--- src/pkg/sfm_pkg.sv ---
`default_nettype none
package sfm_pkg;

  localparam int ADDR_W   = 12;
  localparam int DATA_W   = 32;
  localparam int STRB_W   = DATA_W / 8;
  localparam int LEN_W    = 8;
  localparam int NPORT    = 3;
  localparam int PORT_W   = 2;
  localparam int NCRED    = 3;
  localparam int CRED_W   = 2;

  localparam logic [ADDR_W-1:0] MODE_OFFSET = 12'h074;

  // Software may change bits 13:0 only; bit 31 is reserved and held at zero
  localparam logic [DATA_W-1:0] SW_WR_MASK  = 32'h0000_3fff;
  localparam logic [DATA_W-1:0] LOAD_MASK   = 32'h7fff_ffff;
  localparam logic [DATA_W-1:0] RSVD_MASK   = 32'h8000_0000;
  localparam logic [DATA_W-1:0] RO_MASK     = 32'h7fff_c000;

  localparam logic [1:0] CT_THRESH_RST    = 2'h1;
  localparam logic [5:0] PM_PARAM_RST     = 6'h21;
  localparam logic [4:0] DRV_LOW_EMPH_RST = 5'h13;
  localparam logic [4:0] DRV_HIGH_EMPH_RST = 5'h13;
  localparam logic [4:0] DRV_HALF_RST     = 5'h02;
  localparam logic       STORE_FWD_RST    = 1'h0;

  typedef struct packed {
    logic       rsvd;
    logic [4:0] txDriveLevelHalfSwingDefault;
    logic [4:0] txDriveLevelHighEmphDefault;
    logic [4:0] txDriveLevelLowEmphDefault;
    logic       complParityOff;
    logic       rxPolarityInvertOffStrap;
    logic [5:0] pmParam;
    logic       nonPostedStoreFwd;
    logic       orderCplTags;
    logic       orderAcrossEgress;
    logic       creditAllTypes;
    logic       arbStay;
    logic [1:0] ctThresh;
    logic       storeFwd;
  } sfm_mode_t;

  localparam sfm_mode_t MODE_RST = '{
    rsvd: 1'h0,
    txDriveLevelHalfSwingDefault: DRV_HALF_RST,
    txDriveLevelHighEmphDefault: DRV_HIGH_EMPH_RST,
    txDriveLevelLowEmphDefault: DRV_LOW_EMPH_RST,
    complParityOff: 1'h0,
    rxPolarityInvertOffStrap: 1'h0,
    pmParam: PM_PARAM_RST,
    nonPostedStoreFwd: 1'h0,
    orderCplTags: 1'h0,
    orderAcrossEgress: 1'h0,
    creditAllTypes: 1'h0,
    arbStay: 1'h0,
    ctThresh: CT_THRESH_RST,
    storeFwd: STORE_FWD_RST
  };

  typedef struct packed {
    logic              psel;
    logic              penable;
    logic              pwrite;
    logic [ADDR_W-1:0] paddr;
    logic [DATA_W-1:0] pwdata;
    logic [STRB_W-1:0] pstrb;
  } sfm_apb_req_t;

  typedef struct packed {
    logic             valid;
    logic             nonPosted;
    logic             slowToFast;
    logic [LEN_W-1:0] lenCycles;
  } sfm_pkt_t;

endpackage : sfm_pkg
`default_nettype wire

--- src/hdl/sfm_mode_ctrl.sv ---
`timescale 1ns/100ps
`default_nettype none
module sfm_mode_ctrl
  import sfm_pkg::*;
(
  input  wire logic                   clock,
  input  wire logic                   sys_rst,
  input  wire sfm_pkg::sfm_apb_req_t  apbReq,
  output logic                        pready,
  output logic                        pslverr,
  output logic [sfm_pkg::DATA_W-1:0]  prdata,
  input  wire logic                   autoLoadValid,
  input  wire logic [sfm_pkg::DATA_W-1:0] autoLoadData,
  input  wire logic                   rxPolarityInvertOffStrap,
  input  wire sfm_pkg::sfm_pkt_t      pktIn,
  output logic                        fwdValid,
  output logic [sfm_pkg::LEN_W-1:0]   fwdStartCycle,
  input  wire logic [sfm_pkg::NPORT-1:0] portReq,
  input  wire logic [sfm_pkg::NPORT-1:0] portCreditOk,
  output logic [sfm_pkg::NPORT-1:0]   portGrant,
  input  wire logic [sfm_pkg::NCRED-1:0] creditPend,
  output logic [sfm_pkg::NCRED-1:0]   creditRel,
  output var sfm_pkg::sfm_mode_t      modeOut
);
  import sfm_pkg::*;

  ////////////////////////////////////////////////////////////////////////////
  // Register bus

  sfm_mode_t         mode_ff;
  sfm_mode_t         nxt_mode;
  logic              strapPending_ff;
  logic [DATA_W-1:0] prdata_ff;
  logic [DATA_W-1:0] byteMask;
  logic [DATA_W-1:0] wrMask;
  logic              setupPh;
  logic              accessPh;
  logic              hit;
  logic              wrEn;

  assign setupPh  = apbReq.psel & ~apbReq.penable;
  assign accessPh = apbReq.psel & apbReq.penable;
  assign hit      = (apbReq.paddr == MODE_OFFSET);
  assign wrEn     = accessPh & apbReq.pwrite & hit;
  assign pready   = 1'b1;
  assign pslverr  = accessPh & ~hit;
  assign prdata   = prdata_ff;
  assign modeOut  = mode_ff;

  genvar gb;
  generate
    for (gb = 0; gb < STRB_W; gb++)
    begin : g_lane
      assign byteMask[8*gb +: 8] = {8{apbReq.pstrb[gb]}};
    end
  endgenerate

  // Read-only and reserved bits are outside the write mask
  assign wrMask = byteMask & SW_WR_MASK;

  always_comb
  begin
    nxt_mode = mode_ff;
    if (strapPending_ff)
    begin
      nxt_mode.rxPolarityInvertOffStrap = rxPolarityInvertOffStrap;
    end
    if (wrEn)
    begin
      // Built on nxt_mode so a write in the strap cycle keeps the captured pin level
      nxt_mode = sfm_mode_t'((nxt_mode & ~wrMask) | (apbReq.pwdata & wrMask));
    end
    // Autoload wins over a same-cycle write so the loaded image is never torn
    if (autoLoadValid)
    begin
      nxt_mode = sfm_mode_t'(autoLoadData & LOAD_MASK);
    end
  end

  always_ff @(posedge clock or posedge sys_rst)
  begin
    if (sys_rst)
    begin
      mode_ff <= MODE_RST;
    end
    else
    begin
      mode_ff <= nxt_mode;
    end
  end

  // Strap is caught on the first edge after release, not by the reset itself
  always_ff @(posedge clock or posedge sys_rst)
  begin
    if (sys_rst)
    begin
      strapPending_ff <= 1'b1;
    end
    else
    begin
      strapPending_ff <= 1'b0;
    end
  end

  // Read data is captured in the setup phase so the access phase needs no wait
  always_ff @(posedge clock or posedge sys_rst)
  begin
    if (sys_rst)
    begin
      prdata_ff <= '0;
    end
    else if (setupPh && !apbReq.pwrite && apbReq.paddr == MODE_OFFSET)
    begin
      prdata_ff <= DATA_W'(mode_ff) & ~RSVD_MASK;
    end
    else if (setupPh)
    begin
      prdata_ff <= '0;
    end
  end

  ////////////////////////////////////////////////////////////////////////////
  // Forwarding start point

  logic [LEN_W-1:0] fwdStart_ff;
  logic             fwdValid_ff;
  logic [LEN_W-1:0] nxt_fwdStart;
  logic [LEN_W-1:0] midPoint;
  logic [LEN_W-1:0] thrCycles;
  logic             bufferWhole;

  assign midPoint    = pktIn.lenCycles >> 1;
  assign thrCycles   = LEN_W'(mode_ff.ctThresh);
  assign bufferWhole = mode_ff.storeFwd
                     | (pktIn.nonPosted & mode_ff.nonPostedStoreFwd);

  always_comb
  begin
    if (bufferWhole)
    begin
      nxt_fwdStart = pktIn.lenCycles;
    end
    else if (pktIn.slowToFast)
    begin
      // Short packets saturate at zero rather than wrapping
      nxt_fwdStart = (midPoint > thrCycles) ? midPoint - thrCycles : '0;
    end
    else
    begin
      nxt_fwdStart = '0;
    end
  end

  always_ff @(posedge clock or posedge sys_rst)
  begin
    if (sys_rst)
    begin
      fwdStart_ff <= '0;
      fwdValid_ff <= 1'b0;
    end
    else
    begin
      fwdValid_ff <= pktIn.valid;
      if (pktIn.valid)
      begin
        fwdStart_ff <= nxt_fwdStart;
      end
    end
  end

  assign fwdValid      = fwdValid_ff;
  assign fwdStartCycle = fwdStart_ff;

  ////////////////////////////////////////////////////////////////////////////
  // Port arbiter

  logic [NPORT-1:0]  grant_ff;
  logic [NPORT-1:0]  nxt_grant;
  logic [PORT_W-1:0] ptr_ff;
  logic [PORT_W-1:0] nxt_ptr;
  logic              holdCur;
  int                pIdx;
  logic              pFound;

  // Stay mode ignores credit while the holder still requests
  assign holdCur = mode_ff.arbStay ? |(grant_ff & portReq)
                                   : |(grant_ff & portReq & portCreditOk);

  always_comb
  begin
    nxt_grant = grant_ff;
    nxt_ptr   = ptr_ff;
    pFound    = 1'b0;
    pIdx      = 0;
    if (!holdCur)
    begin
      nxt_grant = '0;
      for (int k = 1; k <= NPORT; k++)
      begin
        pIdx = (int'(ptr_ff) + k) % NPORT;
        if (!pFound && portReq[pIdx] && portCreditOk[pIdx])
        begin
          nxt_grant[pIdx] = 1'b1;
          nxt_ptr         = PORT_W'(pIdx);
          pFound          = 1'b1;
        end
      end
    end
  end

  always_ff @(posedge clock or posedge sys_rst)
  begin
    if (sys_rst)
    begin
      grant_ff <= '0;
      ptr_ff   <= PORT_W'(NPORT - 1);
    end
    else
    begin
      grant_ff <= nxt_grant;
      ptr_ff   <= nxt_ptr;
    end
  end

  assign portGrant = grant_ff;

  ////////////////////////////////////////////////////////////////////////////
  // Credit release

  logic [NCRED-1:0]  creditRel_ff;
  logic [NCRED-1:0]  nxt_creditRel;
  logic [CRED_W-1:0] typePtr_ff;
  logic [CRED_W-1:0] nxt_typePtr;
  int                cIdx;
  logic              cFound;

  always_comb
  begin
    nxt_creditRel = '0;
    nxt_typePtr   = typePtr_ff;
    cFound        = 1'b0;
    cIdx          = 0;
    if (mode_ff.creditAllTypes)
    begin
      nxt_creditRel = creditPend;
    end
    else
    begin
      // One type per update, rotating so no type starves
      for (int k = 1; k <= NCRED; k++)
      begin
        cIdx = (int'(typePtr_ff) + k) % NCRED;
        if (!cFound && creditPend[cIdx])
        begin
          nxt_creditRel[cIdx] = 1'b1;
          nxt_typePtr         = CRED_W'(cIdx);
          cFound              = 1'b1;
        end
      end
    end
  end

  always_ff @(posedge clock or posedge sys_rst)
  begin
    if (sys_rst)
    begin
      creditRel_ff <= '0;
      typePtr_ff   <= CRED_W'(NCRED - 1);
    end
    else
    begin
      creditRel_ff <= nxt_creditRel;
      typePtr_ff   <= nxt_typePtr;
    end
  end

  assign creditRel = creditRel_ff;
endmodule : sfm_mode_ctrl
`default_nettype wire

--- config.mk ---
export PLATFORM = sky130hd
export DESIGN_NAME = sfm_mode_ctrl
export DESIGN_NICKNAME = d
export VERILOG_FILES = /design/src/pkg/sfm_pkg.sv /design/src/hdl/sfm_mode_ctrl.sv
export SDC_FILE = /design/constraint.sdc
export NUM_CORES = 1
export LEC_CHECK = 0
export BUFFER_PORTS_ARGS = -buffer_cell sky130_fd_sc_hd__buf_2
export CORE_MARGIN = 4
export CORE_UTILIZATION = 47
export CTS_CLUSTER_DIAMETER = 200
export DETAILED_ROUTE_END_ITERATION = 12
export PLACE_DENSITY = 0.77
export SLEW_MARGIN = 15
export SYNTH_ARGS = -nofsm -noshare
export SYNTH_HDL_FRONTEND = slang
export SYNTH_SLANG_ARGS = --single-unit
export TNS_END_PERCENT = 20
--- constraint.sdc ---
create_clock -name clock -period 3.3 [get_ports clock]
set_input_delay 0.495 -clock clock [delete_from_list [all_inputs] [get_ports clock]]
set_output_delay 0.495 -clock clock [all_outputs]
set_load 0.005 [all_outputs]
### Word level (Yosys, flattened, before mapping)

Cells that the tools add are included.

* flip-flop bits (word level): 84
* bits in latches: 0
* RAM bits: 0
* bits in read-only memories: 0
* input bits: 107
* output and inout port bits: 81
* word-level logic and storage cells: 171
* memories: 0

* add/sub/neg operators: 7
* multipliers: 0
* divide/modulo/power cells: 6
* order comparisons: 13
* eq/ne operators: 1
* shift-type cells: 0
* mux-type cells: 73
* bitwise operators: 21
* reductions and logical operators: 28

Operators by type and width (number)
* >= comparator 32 x 1 -> 1 bit, second input constant: 6
* < comparator 32 x 4 -> 1 bit, second input constant: 6
* remainder unit 32 x 3 -> 32 bit, second input constant: 6
* two-way mux 32 bit: 4
* two-way mux 1 bit: 34
* two-way mux 3 bit: 11
* AND 32 x 14 -> 32 bit: 1
* AND 32 bit: 1
* NOT 14 -> 32 bit: 1
* bitwise OR 32 bit: 1
* two-way mux 8 bit: 3
* binary-select mux 1 bit (select 2 bit): 9
* logical AND 1 bit: 15
* adder 2 x 2 -> 3 bit, second input constant: 4
* demux 1 bit (select 2 bit): 6
* equality test 12 x 7 -> 1 bit, second input constant: 1
* two-way mux 2 bit: 6
* bitwise OR 3 bit: 4
* subtractor 7 x 2 -> 8 bit: 1
* greater-than comparator 7 x 2 -> 1 bit: 1
* adder 2 x 1 -> 3 bit, second input constant: 2
* AND 1 bit: 6
* AND 3 bit: 2
* nonzero test 3 bit: 2
* 6 further kinds: 16

### Longest topological paths before layout

* depth after elaboration: 18
* depth in mapped cells: 8
* gate-level depth less buffers: 8

### Least setup slack after synthesis

No wires, ideal clock.

* path kind: register to register
* start point: reg mode_ff, in the netlist modeOut[1]
* end point: reg fwdStart_ff[6], in the netlist fwdStartCycle[6]
* setup time: 125 ps
* data arrival time: 2008 ps
* required time: 3175 ps
* path slack: 1167 ps
* stages on the path, launching flop included: 8
* path buffers: 0
* clock period less this slack: 2133 ps
* cells stage by stage: dfstp_2 ha_1 inv_1 fa_1 or4_1 a21oi_1 nor2_1 mux2_2

* longest elaborated chain between the ends: 4
* elaborated cells on any way between the ends: 5
* classes of those cells: add/sub (1); order compare (1); mux (3)

Ends and longest elaborated chain
* start, declared: RTL line sfm_mode_ctrl.sv:30 `sfm_mode_t mode_ff;`
* start signal, assigned: RTL line sfm_mode_ctrl.sv:88 `mode_ff <= nxt_mode;`
* subtractor 7 x 2 -> 8 bit or greater-than comparator 7 x 2 -> 1 bit (tied branches): RTL line sfm_mode_ctrl.sv:146 `nxt_fwdStart = (midPoint > thrCycles) ? midPoint - thrCycles : '0;`
* two-way mux 8 bit (*): RTL line sfm_mode_ctrl.sv:146
* two-way mux 8 bit (*): RTL line sfm_mode_ctrl.sv:143 `else if (pktIn.slowToFast)`
* two-way mux 8 bit (*): RTL line sfm_mode_ctrl.sv:139 `if (bufferWhole)`
* end signal, assigned: RTL line sfm_mode_ctrl.sv:166 `fwdStart_ff <= nxt_fwdStart;`
* end, declared: RTL line sfm_mode_ctrl.sv:125 `logic [LEN_W-1:0] fwdStart_ff;`

Mark *: on every way between the ends. The rest lies on a longest branch, timed or not.
A chain may end at the register's enable or synchronous reset.

### Final worst setup path

* start point: in apbReq[45] (netlist bit)
* end point: out pslverr

* longest elaborated chain between the ends: 3

Ends and longest elaborated chain
* start, declared: RTL line sfm_mode_ctrl.sv:8 `input wire sfm_pkg::sfm_apb_req_t apbReq,`
* equality test 12 x 7 -> 1 bit: RTL line sfm_mode_ctrl.sv:43 `assign hit = (apbReq.paddr == MODE_OFFSET);`
* NOT 1 bit: RTL line sfm_mode_ctrl.sv:46 `assign pslverr = accessPh & ~hit;`
* AND 1 bit: RTL line sfm_mode_ctrl.sv:46
* end, declared: RTL line sfm_mode_ctrl.sv:10 `output logic pslverr,`

No other way between the ends.

==> flow_summary_export.csv <==
group,metric,value,unit
run_status,status,"finished clean",
clock_network,clock-sinks,82,
logic_synthesis,synth.area.mux_share,9.39,%
clock_network,cts.repair.resized,0,
die,fp.coreArea,8340,um2
sta,hold_violations,0,
route,drtAntennaViolNets,0,
worst_setup_path,worst_path_most_repeated_cell,"buf_2",
job,maxCapViolCount,0,
worst_setup_path,arrival,1.89,ns
clock_network,cts_root_buf,"clkbuf_8",
sta,fin_skew,0.0138,ns
logic_synthesis,ys_ff_latch,82,
worst_setup_path,worstPathBufferInverterCount,2,
logic_synthesis,yosysSeqAreaShare,50.6,%
grt,grt_overflow,0,
clock_network,postCtsSetupBuffers,0,
layout,antenna_cells,0,
clock_network,clkTransAtPathRegs,0.09,ns
route,drt_iter0_markers,91,
logic_synthesis,synthTopCellsByCount,"dfrtp_1, a22o_1, nand2_1, a21oi_1, nor2_1",
logic_synthesis,async_flop_share,100,%
logic_synthesis,synth_compound_gate_area_share,19.6,%
grt,grt_pass1_vias,3607,
place,io_buffer_count,163,
sta,max_slew_margin,43.7,%
layout,area_growth_syn_to_layout,26.0,%
worst_setup_path,required,2.80,ns
clock_network,htree_levels,3,
grt,track_usage,21.5,%
power_and_ir_drop,fin_total_pwr,2910,uW
die,io_pins,188,
die,start_util,49.1,%
sta,rsz0062_at_grt,"no",
grt,grt_max_degree,47,
route,wl_per_cell,16.8,um
power_and_ir_drop,p_per_area,565,nW/um2
worst_setup_path,cp_max_fo,2,
place,post-dp-hpwl,8280,um
logic_synthesis,synth_area_per_cell,11.0,um2
sta,worst_pin_slew,0.844,ns
clock_network,cts_buffers,9,
logic_synthesis,synth.area.top_cells,"dfrtp_1, dfstp_2, a22o_1",
sta,finalCriticalPeriod,2.38,ns
clock_network,cts.path.max_buffers,2,
die,die_w,101,um
sta,maxSlewViolCount,0,
logic_synthesis,synthCells,372,
sta,clock.fmax,0.420,GHz
logic_synthesis,synthAdderAreaFrac,3.55,%
clock_network,clk_latency,0.34,ns
worst_setup_path,path_cells,"buf_2 -> or4b_4 -> or3_4 -> and3_1 -> buf_2",
logic_synthesis,synth_top_area_share,42.2,%
route,vias_per_cell,5.56,
logic_synthesis,synthXorXnorAreaFrac,0.428,%
sta,period_share,72.2,%
route,dr.pass1.iters,4,
power_and_ir_drop,cellLeakagePower,0.00266,uW
layout,final_area,5150,um2
logic_synthesis,yosys.area.top_type,"dfrtp_1",
die,die_h,101,um
worst_setup_path,cp-end-kind,"output port",
layout,fin_nets,650,
grt,antenna_found_initial,0,
logic_synthesis,synth_cell_types,57,
sta,tns,0,ns
logic_synthesis,syn-cell-area,4090,um2
clock_network,cts.hold.buffers_added,0,
layout,drive_gt1_share,41.2,%
layout,finalCoreUtilization,61.8,%
worst_setup_path,slowest_stage,"or4b_4",
place,gp_congestion,0.874,
worst_setup_path,crit_family,"simple AND/OR/NAND/NOR gates",
logic_synthesis,synth_edf_count,0,
route,wl,10800,um
logic_synthesis,synthSimpleGateAreaFrac,12.4,%
logic_synthesis,ys_warn_count,0,
die,dieArea,10300,um2
sta,final-setup-viol-count,0,
logic_synthesis,synth_top_family_by_area,"compound AO/OA/AOI/OAI gates",
worst_setup_path,max_stage_delay,0.53,ns
worst_setup_path,start_kind,"input port",
worst_setup_path,crit_type,"input port to output port",
route,drcViolationCount,0,
logic_synthesis,yosysMostFrequentCell,"dfrtp_1",
grt,grt_pass1_wl,17500,um
power_and_ir_drop,ir_drop,0.262,mV
clock_network,cts_tree,"built",
worst_hold_path,hold_path.class,"input port to asynchronous set/reset pin",
die,num_rows,33,
route,vias,3570,
logic_synthesis,synthFlopType,"dfrtp_1",
place,placedInstanceArea,4970,um2
-- layer usage --
metal  global-route usage (%)  share of wire (%)  wire [um]  up-vias
met4                     6.44                1.7        189        0
met5                        0                  0          0        -
li1                         -                  -          -     1692
met3                     5.99                9.8       1060       18
met1                     26.8                 40       4320     1703
met2                     36.5                 48       5240      157
-- report_power, final --
group          leakage, uW  internal [uW]  switching (uW)  total, uW
Sequential         0.00102           1140            85.8       1220
Combinational      0.00155            456             560       1020
Clock            0.0000855            300             371        671
Total              0.00266           1890            1020       2910
-- registers in the layout, indices dropped and copies added, names as in the netlist --
name and cells:
creditRel 3, fwdValid 1, modeOut 31, portGrant 3, typePtr_ff 2, fwdStartCycle 8
prdata 31, ptr_ff 2, strapPending_ff 1
-- worst reg2reg max path, stage by stage, from the launching register on --
cell and delay, ns:
dfstp_2 0.56, inv_1 0.06, ha_1 0.28, and4b_1 0.28, nor3_1 0.30, nor3_1 0.16
a2111oi_0 0.45, nor2_1 0.08
-- placed cells by master, fill, tap and decap left out, types with 3 or more instances in the layout --
master | Yosys | routed
buf_2 | 0 | 163
dfrtp_1 | 69 | 69
a22o_1 | 32 | 32
nand2_1 | 31 | 31
nor2_1 | 22 | 22
a21oi_1 | 22 | 22
o21ai_0 | 21 | 21
mux2_2 | 19 | 19
mux2i_1 | 17 | 17
inv_1 | 14 | 13
dfstp_2 | 13 | 13
ha_1 | 10 | 10
clkbuf_8 | 0 | 10
nand3_1 | 6 | 6
a22oi_1 | 6 | 6
o211ai_1 | 5 | 5
nor3_1 | 5 | 5
nand2b_1 | 4 | 4
nand3b_1 | 4 | 4
conb_1 | 2 | 4
buf_4 | 3 | 4
nand4bb_1 | 3 | 3
o21a_1 | 3 | 3
clkinvlp_4 | 0 | 3
-- final cells by class --
cell class              instances  area, um2
clock buffers                  10        138
clock inverters                 6       48.8
fillers                       679       3190
inverters                      14       53.8
multi-input cells             258       1870
flip-flops and latches         82       2070
well taps                     105        131
repair buffers                167        846
-- logic make-up (layout without fill, tap and decap cells) --
family | Yosys count | after routing
AOI/OAI and AO/OA | 112 | 112
and+or+nand+nor | 93 | 93
DFF | 82 | 82
muxes | 36 | 36
buffers and inverters | 34 | 197
adders and majority gates | 11 | 11
other | 2 | 4
xor gates and xnor gates | 2 | 2
-- stage by stage --
step           instances  hold WS (ns)  worst slack, ns
3_3_place_gp         626         0.483            0.747
6_report             642         0.146            0.917
4_1_cts              642         0.146            0.915
3_5_place_dp         626         0.487            0.749
5_1_grt              642         0.162            0.846
2_1_floorplan        374         0.483            0.718
-- worst paths after layout --
check / from / slack, ns / end / cells after the start
worst min-delay path: sys_rst / 0.15 / prdata[30]$_DFFE_PP0P_ / 2
worst max-delay path: apbReq[45] / 0.92 / pslverr / 5
worst max register to register: ptr_ff[1]$_DFFE_PP1P_ / 1.01 / portGrant[2]$_DFFE_PP0P_ / 7
min in group clock: autoLoadData[14] / 0.35 / modeOut[14]$_DFFE_PP0P_ / 3
worst min register to register: prdata[13]$_DFFE_PP0P_ / 0.51 / prdata[13]$_DFFE_PP0P_ / 1
max in group asynchronous: sys_rst / 2.38 / ptr_ff[1]$_DFFE_PP1P_ / 3
No activity file was read; power rests on OpenSTA's default activity.
